--- config.mk ---
export PLATFORM = sky130hd
export DESIGN_NAME = fwsr_host
export DESIGN_NICKNAME = d
export VERILOG_FILES = /design/src/logic/fwsr_pkg.sv /design/src/logic/fwsr_cycle.sv /design/src/logic/fwsr_host.sv
export SDC_FILE = /design/constraint.sdc
export NUM_CORES = 1
export LEC_CHECK = 0
export BUFFER_PORTS_ARGS = -buffer_cell sky130_fd_sc_hd__buf_4
export CORE_MARGIN = 1.5
export CORE_UTILIZATION = 45
export CTS_CLUSTER_DIAMETER = 150
export DETAILED_ROUTE_END_ITERATION = 6
export PLACE_DENSITY = 0.76
export REMOVE_ABC_BUFFERS = 1
export SETUP_SLACK_MARGIN = 0.5
export SKIP_CTS_REPAIR_TIMING = 1
export SLEW_MARGIN = 20
export SYNTH_ARGS = -nofsm -noshare
export SYNTH_HDL_FRONTEND = slang
export SYNTH_HIERARCHICAL = 1
export SYNTH_SLANG_ARGS = --single-unit
--- constraint.sdc ---
create_clock -name pclk -period 2.9 [get_ports pclk]
set_input_delay 0.58 -clock pclk [delete_from_list [all_inputs] [get_ports pclk]]
set_output_delay 0.58 -clock pclk [all_outputs]
set_load 0.03 [all_outputs]
--- src/logic/fwsr_pkg.sv ---
// package for the flash write-status poll controller
package fwsr_pkg;
  localparam int ADDR_W = 24;
  localparam int DATA_W = 8;
  // register byte offsets
  localparam logic [11:0] OFS_CTRL = 12'h000;
  localparam logic [11:0] OFS_ADDR = 12'h004;
  localparam logic [11:0] OFS_DATA = 12'h008;
  localparam logic [11:0] OFS_STAT = 12'h00C;
  // control fields
  localparam int CTRL_START = 0;
  localparam int CTRL_MODE = 1;
  localparam int CTRL_ABORT = 2;
  // status fields
  localparam int ST_BUSY = 0;
  localparam int ST_DONE = 1;
  localparam int ST_FAIL = 2;
  localparam int ST_RDYPIN = 3;
  localparam int ST_SUSP = 4;
  localparam int ST_BUFAB = 5;
  // status byte bit positions
  localparam int B_POLL = 7;
  localparam int B_ALT = 6;
  localparam int B_LIMIT = 5;
  localparam int B_SECALT = 2;
  localparam int B_BUFAB = 1;
  // reset command byte
  localparam logic [7:0] CMD_RESET = 8'hF0;
  // bus cycle timing
  localparam int CLK_MHZ = 125;
  localparam int STROBE_NS = 80;
  localparam int STROBE_CYC = (STROBE_NS * CLK_MHZ + 999) / 1000;
  localparam logic [31:0] RD_ZERO = 32'h0000_0000;

  typedef struct packed {
    logic cs_n;
    logic oe_n;
    logic we_n;
    logic [ADDR_W-1:0] addr;
    logic [DATA_W-1:0] dq_o;
    logic dq_oe;
  } fwsr_pins_t;

  typedef enum logic [6:0] {
    S_IDLE = 7'h01,
    S_RD1 = 7'h02,
    S_RD2 = 7'h04,
    S_CHK = 7'h08,
    S_RECHK = 7'h10,
    S_RST = 7'h20,
    S_FIN = 7'h40
  } fwsr_state_t;
endpackage

--- src/logic/fwsr_cycle.sv ---
// one asynchronous flash bus cycle, read or write, with fixed strobe width
`timescale 1ns/10ps
module fwsr_cycle #(
  parameter int STROBE = fwsr_pkg::STROBE_CYC
) (
  input wire logic pclk,
  input wire logic presetn,
  input wire logic ce,
  input wire logic go,
  input wire logic wr,
  input wire logic [fwsr_pkg::ADDR_W-1:0] addr,
  input wire logic [fwsr_pkg::DATA_W-1:0] wdata,
  input wire logic [fwsr_pkg::DATA_W-1:0] dq_i,
  output fwsr_pkg::fwsr_pins_t pins,
  output logic [fwsr_pkg::DATA_W-1:0] rdata,
  output logic done
);
  logic [7:0] cnt_q;
  logic act_q;
  wire last = (cnt_q == 8'(STROBE));

  always_ff @(posedge pclk or negedge presetn) begin
    if (!presetn) begin
      cnt_q <= 8'h00;
      act_q <= 1'b0;
      done <= 1'b0;
      rdata <= 8'h00;
      pins <= '{cs_n: 1'b1, oe_n: 1'b1, we_n: 1'b1, addr: '0, dq_o: '0, dq_oe: 1'b0};
    end else if (ce) begin
      done <= 1'b0;
      if (!act_q && go) begin
        act_q <= 1'b1;
        cnt_q <= 8'h01;
        pins <= '{cs_n: 1'b0, oe_n: wr, we_n: !wr, addr: addr, dq_o: wdata, dq_oe: wr};
      end else if (act_q && last) begin
        // strobes rise together; each read is its own framed cycle
        act_q <= 1'b0;
        done <= 1'b1;
        rdata <= dq_i;
        pins.cs_n <= 1'b1;
        pins.oe_n <= 1'b1;
        pins.we_n <= 1'b1;
        pins.dq_oe <= 1'b0;
      end else if (act_q) begin
        cnt_q <= cnt_q + 8'h01;
      end
    end
  end
endmodule // fwsr_cycle

--- src/logic/fwsr_host.sv ---
// host-side status poll controller for an embedded program or erase
`timescale 1ns/10ps
module fwsr_host (
  input wire logic pclk,
  input wire logic presetn,
  input wire logic clk_en,
  input wire logic psel,
  input wire logic penable,
  input wire logic pwrite,
  input wire logic [11:0] paddr,
  input wire logic [31:0] pwdata,
  output logic [31:0] prdata,
  output logic pready,
  output logic pslverr,
  input wire logic [fwsr_pkg::DATA_W-1:0] dq_i,
  input wire logic ready_busy_n_pin,
  output fwsr_pkg::fwsr_pins_t flash
);
  fwsr_pkg::fwsr_state_t st_q, st_d;
  logic [fwsr_pkg::ADDR_W-1:0] addr_q;
  logic [fwsr_pkg::DATA_W-1:0] data_q, first_q, last_q;
  logic mode_q, done_q, fail_q, susp_q, bufab_q, rdy_q;
  logic go, wr, cyc_done;
  logic [fwsr_pkg::DATA_W-1:0] cyc_rd;

  // apb decode
  wire acc = psel && penable;
  wire hit_ctrl = (paddr == fwsr_pkg::OFS_CTRL);
  wire hit_addr = (paddr == fwsr_pkg::OFS_ADDR);
  wire hit_data = (paddr == fwsr_pkg::OFS_DATA);
  wire hit_stat = (paddr == fwsr_pkg::OFS_STAT);
  wire hit_any = hit_ctrl || hit_addr || hit_data || hit_stat;
  wire busy = (st_q != fwsr_pkg::S_IDLE);
  wire start = acc && pwrite && hit_ctrl && pwdata[fwsr_pkg::CTRL_START] && !busy;
  wire abort = acc && pwrite && hit_ctrl && pwdata[fwsr_pkg::CTRL_ABORT];
  wire [31:0] stat_word = {26'h0, bufab_q, susp_q, rdy_q, fail_q, done_q, busy};
  wire [31:0] rd_mux = hit_ctrl ? {31'h0, mode_q} :
                       hit_addr ? 32'(addr_q) :
                       hit_data ? {24'h0, last_q} :
                       hit_stat ? stat_word : fwsr_pkg::RD_ZERO;

  // status comparison of two back-to-back reads
  wire alt_moved = first_q[fwsr_pkg::B_ALT] ^ cyc_rd[fwsr_pkg::B_ALT];
  wire sec_moved = first_q[fwsr_pkg::B_SECALT] ^ cyc_rd[fwsr_pkg::B_SECALT];
  wire limit_hi = cyc_rd[fwsr_pkg::B_LIMIT];
  // poll bit: program waits for true datum, erase for 1
  wire poll_ok = mode_q ? cyc_rd[fwsr_pkg::B_POLL] :
                 (cyc_rd[fwsr_pkg::B_POLL] == data_q[fwsr_pkg::B_POLL]);
  wire settled = !alt_moved && poll_ok;

  always_comb begin
    st_d = st_q;
    go = 1'b0;
    wr = 1'b0;
    case (st_q)
      fwsr_pkg::S_IDLE: begin
        if (start) begin
          st_d = fwsr_pkg::S_RD1;
        end
      end
      fwsr_pkg::S_RD1: begin
        go = 1'b1;
        if (cyc_done) begin
          st_d = fwsr_pkg::S_RD2;
        end
      end
      fwsr_pkg::S_RD2: begin
        go = 1'b1;
        if (cyc_done) begin
          if (settled) begin
            st_d = fwsr_pkg::S_FIN;
          end else if (limit_hi) begin
            st_d = fwsr_pkg::S_RECHK;
          end else begin
            st_d = fwsr_pkg::S_CHK;
          end
        end
      end
      fwsr_pkg::S_CHK: begin
        // keep polling; first of a new pair
        st_d = fwsr_pkg::S_RD1;
      end
      fwsr_pkg::S_RECHK: begin
        go = 1'b1;
        if (cyc_done) begin
          st_d = (!(first_q[fwsr_pkg::B_ALT] ^ cyc_rd[fwsr_pkg::B_ALT]) && poll_ok) ?
                 fwsr_pkg::S_FIN : fwsr_pkg::S_RST;
        end
      end
      fwsr_pkg::S_RST: begin
        go = 1'b1;
        wr = 1'b1;
        if (cyc_done) begin
          st_d = fwsr_pkg::S_IDLE;
        end
      end
      fwsr_pkg::S_FIN: begin
        go = 1'b1;
        if (cyc_done) begin
          st_d = fwsr_pkg::S_IDLE;
        end
      end
      default: st_d = fwsr_pkg::S_IDLE;
    endcase
    if (abort) begin
      st_d = fwsr_pkg::S_IDLE;
      go = 1'b0;
    end
  end

  fwsr_cycle u_cyc (
    .pclk(pclk),
    .presetn(presetn),
    .ce(clk_en),
    .go(go && !cyc_done),
    .wr(wr),
    .addr(addr_q),
    .wdata(fwsr_pkg::CMD_RESET),
    .dq_i(dq_i),
    .pins(flash),
    .rdata(cyc_rd),
    .done(cyc_done)
  );

  always_ff @(posedge pclk or negedge presetn) begin
    if (!presetn) begin
      st_q <= fwsr_pkg::S_IDLE;
      addr_q <= '0;
      data_q <= '0;
      first_q <= '0;
      last_q <= '0;
      mode_q <= 1'b0;
      done_q <= 1'b0;
      fail_q <= 1'b0;
      susp_q <= 1'b0;
      bufab_q <= 1'b0;
      rdy_q <= 1'b0;
      prdata <= fwsr_pkg::RD_ZERO;
      pready <= 1'b0;
      pslverr <= 1'b0;
    end else if (clk_en) begin
      st_q <= st_d;
      rdy_q <= ready_busy_n_pin;
      pready <= psel && !pready;
      pslverr <= psel && !pready && !hit_any;
      prdata <= rd_mux;
      if (acc && pwrite && hit_addr && !busy) begin
        addr_q <= pwdata[fwsr_pkg::ADDR_W-1:0];
      end
      if (acc && pwrite && hit_data && !busy) begin
        data_q <= pwdata[fwsr_pkg::DATA_W-1:0];
      end
      if (start) begin
        mode_q <= pwdata[fwsr_pkg::CTRL_MODE];
        done_q <= 1'b0;
        fail_q <= 1'b0;
        susp_q <= 1'b0;
        bufab_q <= 1'b0;
      end
      if (cyc_done && st_q == fwsr_pkg::S_RD1) begin
        first_q <= cyc_rd;
      end
      if (cyc_done && st_q == fwsr_pkg::S_RD2) begin
        first_q <= cyc_rd;
        bufab_q <= cyc_rd[fwsr_pkg::B_BUFAB];
        // erase: sector bit moving, alternation still = suspend
        susp_q <= mode_q && !alt_moved && sec_moved;
      end
      if (cyc_done && st_q == fwsr_pkg::S_RST) begin
        fail_q <= 1'b1;
        done_q <= 1'b1;
      end
      if (cyc_done && st_q == fwsr_pkg::S_FIN) begin
        last_q <= cyc_rd;
        done_q <= 1'b1;
      end
    end
  end
endmodule // fwsr_host

# Word level (Yosys, flattened, before mapping)
# Index checks and enable logic that the tools add are counted.
# word_totals
mem_bits_ro	0
latchBits	0
memories	0
inputBits	59
out_inout_bits	70
wordCells	136
ram_bits	0
register_bits	141
# classes
add_sub_neg	1
eq_ne	19
n_mul	0
muxes	35
n_div	0
bitwise_logic	3
n_reduce_logical	54
n_shift	0
n_lt_le_gt_ge	0
# op_table
cell	count
$mux 7	10
$mux 24	2
$pmux 7 s6	1
$mux 8	4
$eq 12x4->1 const B	2
$logic_and 1x1->1	22
$reduce_and 2->1	10
$mux 1	14
$eq 12x3->1 const B	1
$logic_not 12->1	1
$reduce_bool 2->1	5
$ne 3x2->1 const B	3
$add 8x1->8 const B	1
$eq 8x4->1 const B	1
$eq 7x1->1 const B	1
$eq 7x2->1 const B	1
$eq 7x3->1 const B	1
$eq 7x4->1 const B	1
$eq 7x5->1 const B	1
$eq 7x6->1 const B	1
$eq 7x7->1 const B	1
$logic_not 1->1	7
$ne 7x1->1 const B	1
$mux 3	2
14 further kinds	18

# Longest topological paths before layout
# Gate-level depths: netlist of the first run.
# depth
word_depth	9
ltp_mapped	10
depth_no_buf	7

# Modules after synthesis
# The synthesis of the first run kept the hierarchy.
# by_module_without_submodules
mod	cells_per_inst	area_per_inst_um2	instances	seq_area_each_um2
fwsr_host	285	3417.0	1	1853.0
fwsr_cycle	227	2279.7	1	1355.0

# Least setup slack after synthesis of the first run
# Ideal clock, no wire load.
# synth_path
kind	in2reg
startpoint	input port paddr[7]
endpoint	register u_cyc/pins[27] (netlist name)
required_ns	2.783
stages	10
arrival_time_ns	2.258
setup_slack_ns	0.526
setup_time_ns	0.117
path_cell_list	nor4_1 -> and3_1 -> and3_1 -> clkbuf_1 -> nor2_1 -> and3b_1 -> buf_2 -> buf_2 -> nand2_1 -> nand2_1
# synth_between
elab_chain_cells	7
# synth_lines
element	line_no	text
start, declared	fwsr_host.sv:10	input wire logic [11:0] paddr,
$logic_not 12->1	fwsr_host.sv:28	wire hit_ctrl = (paddr == fwsr_pkg::OFS_CTRL);
$logic_and 1x1->1 (2 in a row)	fwsr_host.sv:35	wire abort = acc && pwrite && hit_ctrl && pwdata[fwsr_pkg::CTRL_ABORT];
$mux 1	fwsr_host.sv:105	if (abort) begin
$logic_and 1x1->1	fwsr_host.sv:115	.go(go && !cyc_done),
$logic_and 1x1->1	fwsr_cycle.sv:31	if (!act_q && go) begin
$reduce_and 2->1 (no source line)	-	
end signal, assigned	fwsr_cycle.sv:28	pins <= '{cs_n: 1'b1, oe_n: 1'b1, we_n: 1'b1, addr: '0, dq_o: '0, dq_oe: 1'b0};
end signal, assigned	fwsr_cycle.sv:34	pins <= '{cs_n: 1'b0, oe_n: wr, we_n: !wr, addr: addr, dq_o: wdata, dq_oe: wr};
end, declared	fwsr_cycle.sv:14	output fwsr_pkg::fwsr_pins_t pins,
# Every way passes these cells.
# A chain may end at the register's enable or synchronous reset.

# Final worst setup path of the first run
# layout_path
startpoint	register st_q[5]
endpoint	register u_cyc.cnt_q[7]
# layout_between
elab_chain_cells	8
elab_cells_between_ends	14
# layout_lines
element	line_no	text
start, declared	fwsr_host.sv:19	fwsr_pkg::fwsr_state_t st_q, st_d;
start signal, assigned	fwsr_host.sv:127	st_q <= fwsr_pkg::S_IDLE;
start signal, assigned	fwsr_host.sv:142	st_q <= st_d;
$eq 7x2->1 (tied with other cells)	fwsr_host.sv:55	case (st_q)
$reduce_or 5->1 (no source line) (*)	-	
$mux 1 (*)	fwsr_host.sv:55	
$mux 1 (*)	fwsr_host.sv:105	
$logic_and 1x1->1 (*)	fwsr_host.sv:115	
$logic_and 1x1->1 (*)	fwsr_cycle.sv:31	
$ne 2x1->1 (no source line) or $reduce_bool 2->1 (tied branches)	-	
$reduce_and 3->1 (no source line)	-	
end signal, assigned	fwsr_cycle.sv:45	cnt_q <= cnt_q + 8'h01;
end, declared	fwsr_cycle.sv:18	logic [7:0] cnt_q;
# Every way passes the cells marked *; elsewhere a longest branch is shown, timed or not.

==> results of run 1 <==
-- through the flow --
step / power, mW / area [sq um] / utilization
global placement: 3.19 / 6710 / 0.552
floorplan: 2.84 / 5560 / -
detailed placement: 3.24 / 6710 / 0.552
CTS: 5.43 / 7320 / 0.602
global route: 5.71 / 7370 / 0.606
finish: 5.47 / 7370 / 0.606
-- state kept, by name, indices dropped and copies added, names as in the netlist --
signal and flops:
u_cyc/act_q 1, u_cyc/done 1, pready 1, u_cyc/cnt_q 8, u_cyc/pins 36, st_q 7
fail_q 1, mode_q 1, rdy_q 1, susp_q 1, prdata 24, done_q 1
addr_q 24, last_q 8, first_q 2, u_cyc/rdata 8, pslverr 1, data_q 1
bufab_q 1
-- power groups by stage --
| stage | sequential (mW) | clock [mW] | combinational, mW |
|---|---|---|---|
| floorplan | 2.31 | 0 | 0.535 |
| global placement | 2.20 | 0 | 0.995 |
| detailed placement | 2.21 | 0 | 1.03 |
| CTS | 2.18 | 2.21 | 1.03 |
| global route | 2.22 | 2.31 | 1.18 |
| finish | 2.20 | 2.18 | 1.09 |
-- critical path, cell delays in order (launching register included) --
cell,delay (ns)
dfrtp_1,0.55
xor2_1,0.26
o211ai_1,0.15
a21o_1,0.25
nor2_4,0.19
o21ai_2,0.13
or4_1,0.52
a21oi_1,0.17
-- area by class of cell --
| cell class | count | area, sq um | share of cell area |
|---|---|---|---|
| multi-input combinational | 359 | 2350 | 0.319 |
| tap | 168 | 210 | 0.0285 |
| clock buffer | 17 | 425 | 0.0577 |
| clock inverter | 15 | 186 | 0.0253 |
| timing repair buffer | 125 | 963 | 0.131 |
| inverter | 8 | 30.0 | 0.00407 |
| sequential | 128 | 3210 | 0.435 |
-- placed cells by master, fill, tap and decap left out, types with 3 or more instances in the layout --
master,n
dfstp_2,4
nand3_1,9
a22o_1,4
o211ai_1,3
xor2_1,4
mux2_4,6
or3_1,8
buf_4,123
nor4b_4,3
clkbuf_16,17
o2bb2ai_1,25
bufinv_16,3
inv_6,3
nor3_1,4
inv_1,8
a21o_1,3
nor4_1,5
clkinv_4,4
a21oi_1,14
o31ai_1,3
clkinvlp_4,4
nor2b_1,5
mux2_2,40
o21ai_0,10
nand4_1,5
nand2b_1,3
dfrtp_1,123
nor2_1,19
nand2_1,129
conb_1,16
-- routing by layer --
metal | vias to the layer above | global-route usage | wire length [um]
li1 | 2035 | - | -
met1 | 2180 | 0.273 | 5890
met2 | 163 | 0.366 | 7020
met3 | 25 | 0.0471 | 707
met4 | 0 | 0.0872 | 263
met5 | - | 0 | 0
-- how the worst max path moves through the flow --
| stage | start | end | slack, ns |
|---|---|---|---|
| 2_1_floorplan | paddr[9] | addr_q[0] | 0.31 |
| 3_3_place_gp | paddr[7] | u_cyc/pins[8] | 0.19 |
| 3_5_place_dp | paddr[9] | u_cyc/pins[29] | 0.12 |
| 4_1_cts | st_q[1] | u_cyc/pins[29] | 0.22 |
| 5_1_grt | st_q[5] | u_cyc/cnt_q[7] | 0.44 |
| 6_report | st_q[5] | u_cyc/cnt_q[7] | 0.60 |
-- cell families (layout without fill, tap and decap cells) --
family                     after synthesis  in the layout  synth area share
and+or+nand+nor                        215            215             0.189
DFF                                    128            128             0.563
AOI/OAI and AO/OA                       73             73            0.0951
muxes                                   48             48             0.101
buffers and inverters                   39            165            0.0387
xor gates and xnor gates                 5              5           0.00769
adders and majority gates                2              2           0.00439
other                                    2             16           0.00132
==> metrics.txt, run 1 <==
Starting Density=0.468; Synth-to-Final Area Change=29.5%; IO Count=129; Sw Share=0.305; count of final setup violators=0; CTS sink cnt=128; die area=13300 sq um; Max IR drop VDD=330 uV; router iterations before antenna repair=4; max_cap viols=0; Worst Reg-to-Reg Cells=7; asr flop ratio synth=1.00; Post-DRT Antenna Nets=0; Ant. Diodes=0; Combinational Power Share=0.199; Final Max Tran Viols=0; fillcell total=995; Worst Path Required=3.23 ns; latest clock arrival within the worst-skew pair=0.42 ns; # H-tree levels=4; gpl congestion=0.830; Seq cells post-synth=128; type of element capturing the critical path=flop; via density per instance=5.37; Fin Clk Skew=0.00789 ns; cell-internal power=3.80 mW; Net Switching=1.66 mW; fin crit period=2.30 ns; share of cells above drive strength 1=0.351; total CTS buffers=17; WS Path Type=flop to flop; Overflow after GRT=0; Crit path arrival time=2.63 ns; number of port buffers=112; DRT Wirelength=13900 um; Hold Fails Final Rpt=0; hpwl dp=9390 um; EDFF count, synth=0; worst reg2reg startpoint=st_q[5]; cell area after synthesis=5700 sq um; first-pass GRT wire length=22200 um; Worst-Margin Slew=0.909 ns; RSZ-0062 raised after global routing=no; synth unique cells=59; drc violations=0; final worst path period share=0.792; Relative slew margins=0.393; DIE WIDTH=116 um; sequential share of power=0.402; FF-to-FF End=u_cyc/cnt_q[7]; Main synth FF type=dfrtp_1; most frequent cell after synthesis=nand2_1; initial antenna violation count=0; maximum clock rate=435 MHz; Hold Crit Class=input pin to asynchronous set/reset pin; fin cells=820; Synth Instances=512; post-placement cell count=785; Die H=116 um; post-synth top area cell=dfrtp_1; yosys warns=6; most common library cells after synthesis=129 x nand2_1, 124 x dfrtp_1, 40 x mux2_2, 25 x o2bb2ai_1, 22 x nor2_1; pin count of the biggest net entering global routing=51; Root Buffer=clkbuf_16; sequential fraction of the synthesis area=0.563; CTS tree=built; dpl ws=0.124 ns; final worst slack=0.603 ns; Lkg Pwr=3.69 nW; Synth top area share=0.545; vias in the first global route=4402; clock network fraction of total power=0.400; Site Rows=40; core area=12200 sq um; reg2reg setup slack=0.60 ns; Synth area leaders=dfrtp_1 54%, nand2_1 8.5%, mux2_2 7.9%; Reg clk slew, reported paths=0.06 ns; Clock Path Buffers=2; TNS Setup=0 ns; Startpoint Class=flop; status=complete, no violations; GR Util All Layers=0.217; NumNets Final=700; Iter 0 DRT Violations=273; Max FO, Critical Path=7; drt wl/cell=16.9 um; power density over cell area=741 nW/um^2; hold slack=0.136 ns; Synth Area per Inst=11.1 sq um; routed via count=4403
No activity file was read; power rests on OpenSTA's default activity.
==> run 2, diff against run 1 <==
--- a/config.mk
+++ b/config.mk
@@ -5,12 +5,13 @@
 export SDC_FILE = /design/constraint.sdc
 export NUM_CORES = 1
 export LEC_CHECK = 0
+export ABC_AREA = 1
 export BUFFER_PORTS_ARGS = -buffer_cell sky130_fd_sc_hd__buf_4
 export CORE_MARGIN = 1.5
 export CORE_UTILIZATION = 45
 export CTS_CLUSTER_DIAMETER = 150
 export DETAILED_ROUTE_END_ITERATION = 6
-export PLACE_DENSITY = 0.76
+export PLACE_DENSITY = 0.79
 export REMOVE_ABC_BUFFERS = 1
 export SETUP_SLACK_MARGIN = 0.5
 export SKIP_CTS_REPAIR_TIMING = 1
==> constraint.sdc (replaced) <==
create_clock -name pclk -period 1.8 [get_ports pclk]
set_input_delay 0.36 -clock pclk [delete_from_list [all_inputs] [get_ports pclk]]
set_output_delay 0.36 -clock pclk [all_outputs]
set_load 0.03 [all_outputs]
==> metrics.txt, run 2 <==
Overflow after GRT=0; Synth Area per Inst=8.33 sq um; core area=12800 sq um; NumNets Final=981; CTS sink cnt=128; final worst path period share=1.04; Most flops, register=u_cyc/pins; Main synth FF type=dfrtp_1; EDFF count, synth=0; final core utilization=0.696; RSZ-0062 raised after global routing=yes; first-pass GRT wire length=24500 um; Starting Density=0.467; Lkg Pwr=4.84 nW; Post-DRT Antenna Nets=0; commonest non-fill, non-tap cell in the layout=nand2_1; Worst Path Required=2.11 ns; Clock Path Buffers=2; total CTS buffers=17; Max FO, Critical Path=8; number of port buffers=112; Reg clk slew, reported paths=0.06 ns; IO Count=129; most frequent cells in the layout=224 x nand2_1, 121 x dfrtp_1, 119 x buf_4; pin count of the biggest net entering global routing=40; sequential fraction of the synthesis area=0.538; power density over cell area=1110 nW/um^2; Startpoint Class=flop; die area=14000 sq um; CTS tree=built; hpwl dp=10300 um; Iter 0 DRT Violations=424; drc violations=0; Register Area=3210 sq um; TNS Setup=-0.739 ns; count of final setup violators=25; post-synth top area cell=dfrtp_1; Power Total=9.89 mW; Site Rows=41; Synth area leaders=dfrtp_1 52%, nand2_1 17%, inv_1 4.8%; vias in the first global route=5159; Synth-to-Final Area Change=49.0%; latest clock arrival within the worst-skew pair=0.42 ns; hold slack=0.145 ns; most frequent cell after synthesis=nand2_1; multi-input combinational cell area=2610 sq um; fillcell total=881; most common library cells after synthesis=267 x nand2_1, 124 x dfrtp_1, 76 x inv_1, 45 x nand3_1, 45 x nor2_1; Hold Fails Final Rpt=0; Synth top area share=0.520; Die H=118 um; via density per instance=5.09; gpl congestion=0.872; drt wl/cell=15.6 um; Fin Clk Skew=0.0102 ns; Hold Crit Class=input pin to flop; Max IR drop VDD=679 uV; type of element capturing the critical path=flop; DIE WIDTH=118 um; GR Util All Layers=0.219; largest registers=u_cyc/pins: 36 flops, addr_q: 24 flops, prdata: 24 flops; fin crit period=1.87 ns; status=complete, but fails checks; router iterations before antenna repair=4; synth unique cells=39; Crit path arrival time=2.18 ns; Seq cells post-synth=128; failing checks=negative setup slack; max_cap viols=0; asr flop ratio synth=1.00; yosys warns=6; cell area after synthesis=5960 sq um; DRT Wirelength=17300 um; Relative slew margins=0.639; # H-tree levels=4; share of cells above drive strength 1=0.388; routed via count=5623; WS Path Type=flop to flop; max reg flops=36; initial antenna violation count=0; final worst slack=-0.0736 ns; maximum clock rate=534 MHz; Worst-Margin Slew=0.541 ns; Synth Instances=716; Root Buffer=clkbuf_16; Ant. Diodes=0; Final Max Tran Viols=0
## run 2: cell count changes after synthesis, sizes merged, moves of 8 or more
cell	change
mux2	-42
or3	-8
nand2	+146
o21ai	+46
o2bb2ai	-25
nand3	+40
inv	+72
nor2	+29
## run 2: critical path, cell delays in order, from the launching register on
cell and delay, ns:
dfstp_2 0.59, nor2_4 0.07, nand2_4 0.11, nor2_4 0.05, nor2_2 0.13, nand3_2 0.08
nand3_2 0.08, inv_2 0.05, nand2_2 0.06, inv_2 0.05, nand2_4 0.12, inv_8 0.06
clkbuf_16 0.17, nand2_1 0.08, nand2_1 0.06
## run 2: where the power goes
| part | total (mW) | switching (mW) | internal, mW |
|---|---|---|---|
| Clock | 3.44 | 1.35 | 2.09 |
| Sequential | 3.56 | 0.327 | 3.23 |
| Combinational | 2.89 | 1.65 | 1.24 |
## run 2: stage by stage
stage          std cells  instance area (sq um)  setup WS [ns]
2_1_floorplan        699                   5790         -0.409
3_3_place_gp        1029                   7280        -0.0206
3_5_place_dp        1029                   7280        -0.0671
4_1_cts             1061                   7880        -0.0980
5_1_grt             1105                   8890         -0.158
6_report            1105                   8890        -0.0736
## run 2: final timing paths
check	start	slack, ns	endpoint	cells after the start
worst max-delay path	st_q[0]	-0.07	u_cyc/pins[19]	14
worst min-delay path	ready_busy_n_pin	0.15	rdy_q	3
worst max register to register	st_q[0]	-0.07	u_cyc/pins[19]	14
worst min register to register	addr_q[20]	0.48	u_cyc/pins[29]	2
max in group asynchronous	presetn	0.68	u_cyc/pins[33]	3
min in group asynchronous	presetn	0.46	prdata[6]	2
## run 2: cells by family after synthesis
group | Yosys count | share of synthesized area
flip-flops | 128 | 0.538
adder cells (fa/ha/maj) | 2 | 0.00419
multiplexers | 4 | 0.00818
AO/OA/AOI/OAI | 75 | 0.0753
buffers and inverters | 112 | 0.0885
XOR/XNOR | 2 | 0.00294
other | 2 | 0.00126
AND/OR/NAND/NOR | 391 | 0.282
## run 2: routing by layer
layer | global-route usage | share of wire | up-vias
li1 | - | - | 2628
met1 | 0.274 | 0.40 | 2751
met2 | 0.370 | 0.51 | 206
met3 | 0.0586 | 0.060 | 38
met4 | 0.0709 | 0.025 | 0
met5 | 0 | 0 | -
## run 2: area by class of cell
type	count	area share
Multi-Input combinational cell	490	0.294
Inverter	81	0.0350
Timing Repair Buffer	202	0.219
Tap cell	172	0.0242
Sequential cell	128	0.361
Clock buffer	18	0.0494
Clock inverter	14	0.0175
==> run 3, diff against run 2 <==
--- a/config.mk
+++ b/config.mk
@@ -11,7 +11,7 @@
 export CORE_UTILIZATION = 45
 export CTS_CLUSTER_DIAMETER = 150
 export DETAILED_ROUTE_END_ITERATION = 6
-export PLACE_DENSITY = 0.79
+export PLACE_DENSITY = 0.71
 export REMOVE_ABC_BUFFERS = 1
 export SETUP_SLACK_MARGIN = 0.5
 export SKIP_CTS_REPAIR_TIMING = 1
==> metrics.txt, run 3 (synthesis results as in run 2) <==
status=complete, but fails checks; failing checks=negative setup slack; TNS Setup=-0.283 ns; most frequent cells in the layout=217 x nand2_1, 122 x dfrtp_1, 122 x buf_4; number of port buffers=112; largest registers=u_cyc/pins: 36 flops, addr_q: 24 flops, prdata: 24 flops; dpl ws=-0.0607 ns; hold slack=0.179 ns; CTS sink cnt=128; Final Max Tran Viols=0; drt wl/cell=15.3 um; reg2reg setup slack=-0.04 ns; Max IR drop VDD=646 uV; final core utilization=0.710; DRT Wirelength=16900 um; Startpoint Class=flop; hold depth=3; Hold Crit Class=input pin to flop; IO Count=129; Synth-to-Final Area Change=52.0%; Iter 0 DRT Violations=432; NumNets Final=985; total CTS buffers=17; worst reg2reg startpoint=st_q[0]; Worst Path Required=2.11 ns; Clock Path Buffers=2; power density over cell area=1140 nW/um^2; core area=12800 sq um; final worst path period share=1.02; Ant. Diodes=0; max_cap viols=0; type of element capturing the critical path=flop; WS Path Type=flop to flop; FF-to-FF End=u_cyc/pins[19]; routed via count=5495; Crit path arrival time=2.16 ns; first-pass GRT wire length=23600 um; maximum clock rate=542 MHz; share of cells above drive strength 1=0.397; beginning of the worst hold path=pwdata[19]; Overflow after GRT=0; # H-tree levels=4; max incr delay on CP=0.57 ns; die area=14000 sq um; Post-DRT Antenna Nets=0; count of final setup violators=18; via density per instance=4.95; Fin Clk Skew=0.0135 ns; Die H=118 um; router iterations before antenna repair=5; vias in the first global route=5031; latest clock arrival within the worst-skew pair=0.43 ns; DIE WIDTH=118 um; initial antenna violation count=0; fin crit period=1.84 ns; final worst slack=-0.0443 ns; Reg clk slew, reported paths=0.06 ns; Area after DPL=7310 sq um; Root Buffer=clkbuf_16; pin count of the biggest net entering global routing=49; hpwl dp=9900 um; commonest non-fill, non-tap cell in the layout=nand2_1; final non-filler cell area=9070 sq um; Most flops, register=u_cyc/pins; CTS tree=built; critical path cell sequence=nor2_4, nand2_4, nor2_4, nor2_2, nand3_2, nand3_2, inv_2, nand2_2, inv_2, nand2_4, inv_8, clkbuf_16, nand2_1, nand2_1; Worst Reg-to-Reg Cells=14; GR Util All Layers=0.213; Max FO, Critical Path=7; gpl congestion=0.844; CP max stage cell=dfstp_2; Lkg Pwr=4.84 nW; Hold Fails Final Rpt=0; drc violations=0; RSZ-0062 raised after global routing=yes; Starting Density=0.467; Site Rows=41; Hold Crit Endpoint=addr_q[19]; max reg flops=36
[run 3: stage by stage]
step / cells / power (mW)
floorplan: 699 / 4.85
global route: 1109 / 10.8
detailed placement: 1031 / 5.83
global placement: 1031 / 5.79
finish: 1109 / 10.4
CTS: 1063 / 9.71
[run 3: where the power goes]
part           switching (mW)  total [mW]  leakage (nW)  internal [mW]
Combinational            1.61        2.92          2.85           1.30
Sequential              0.330        3.56          1.68           3.23
Clock                    1.30        3.89         0.316           2.59
Total                    3.24        10.4          4.84           7.13
[run 3: cell type report]
class	count	area, sq um
inverter	81	314
clock buffer	18	429
multi-input combinational	490	2660
sequential	128	3210
clock inverter	14	239
timing repair buffer	206	2000
fill	896	3700
tap	172	215
[run 3: worst max-delay path, delay by kind of cell, from the launching register on]
family	cells	cell delay (ns)
buffers and inverters	4	0.33
DFF	1	0.57
and+or+nand+nor	10	0.82
[run 3: routing by layer]
metal | track usage | part of all wire | up-vias | wire (um)
li1 | - | - | 2635 | -
met1 | 0.275 | 0.43 | 2639 | 7200
met2 | 0.340 | 0.50 | 180 | 8380
met3 | 0.0547 | 0.054 | 41 | 912
met4 | 0.0869 | 0.026 | 0 | 438
met5 | 0 | 0 | - | 0
[run 3: how the worst max path moves through the flow]
stage	start	end	slack [ns]	depth (start not counted)
3_3_place_gp	st_q[1]	u_cyc/pins[0]	-0.03	14
3_5_place_dp	paddr[9]	prdata[21]	-0.06	10
5_1_grt	st_q[4]	addr_q[11]	-0.13	9
4_1_cts	st_q[1]	u_cyc/pins[34]	-0.09	14
6_report	st_q[0]	u_cyc/pins[19]	-0.04	14
2_1_floorplan	paddr[9]	addr_q[16]	-0.41	8
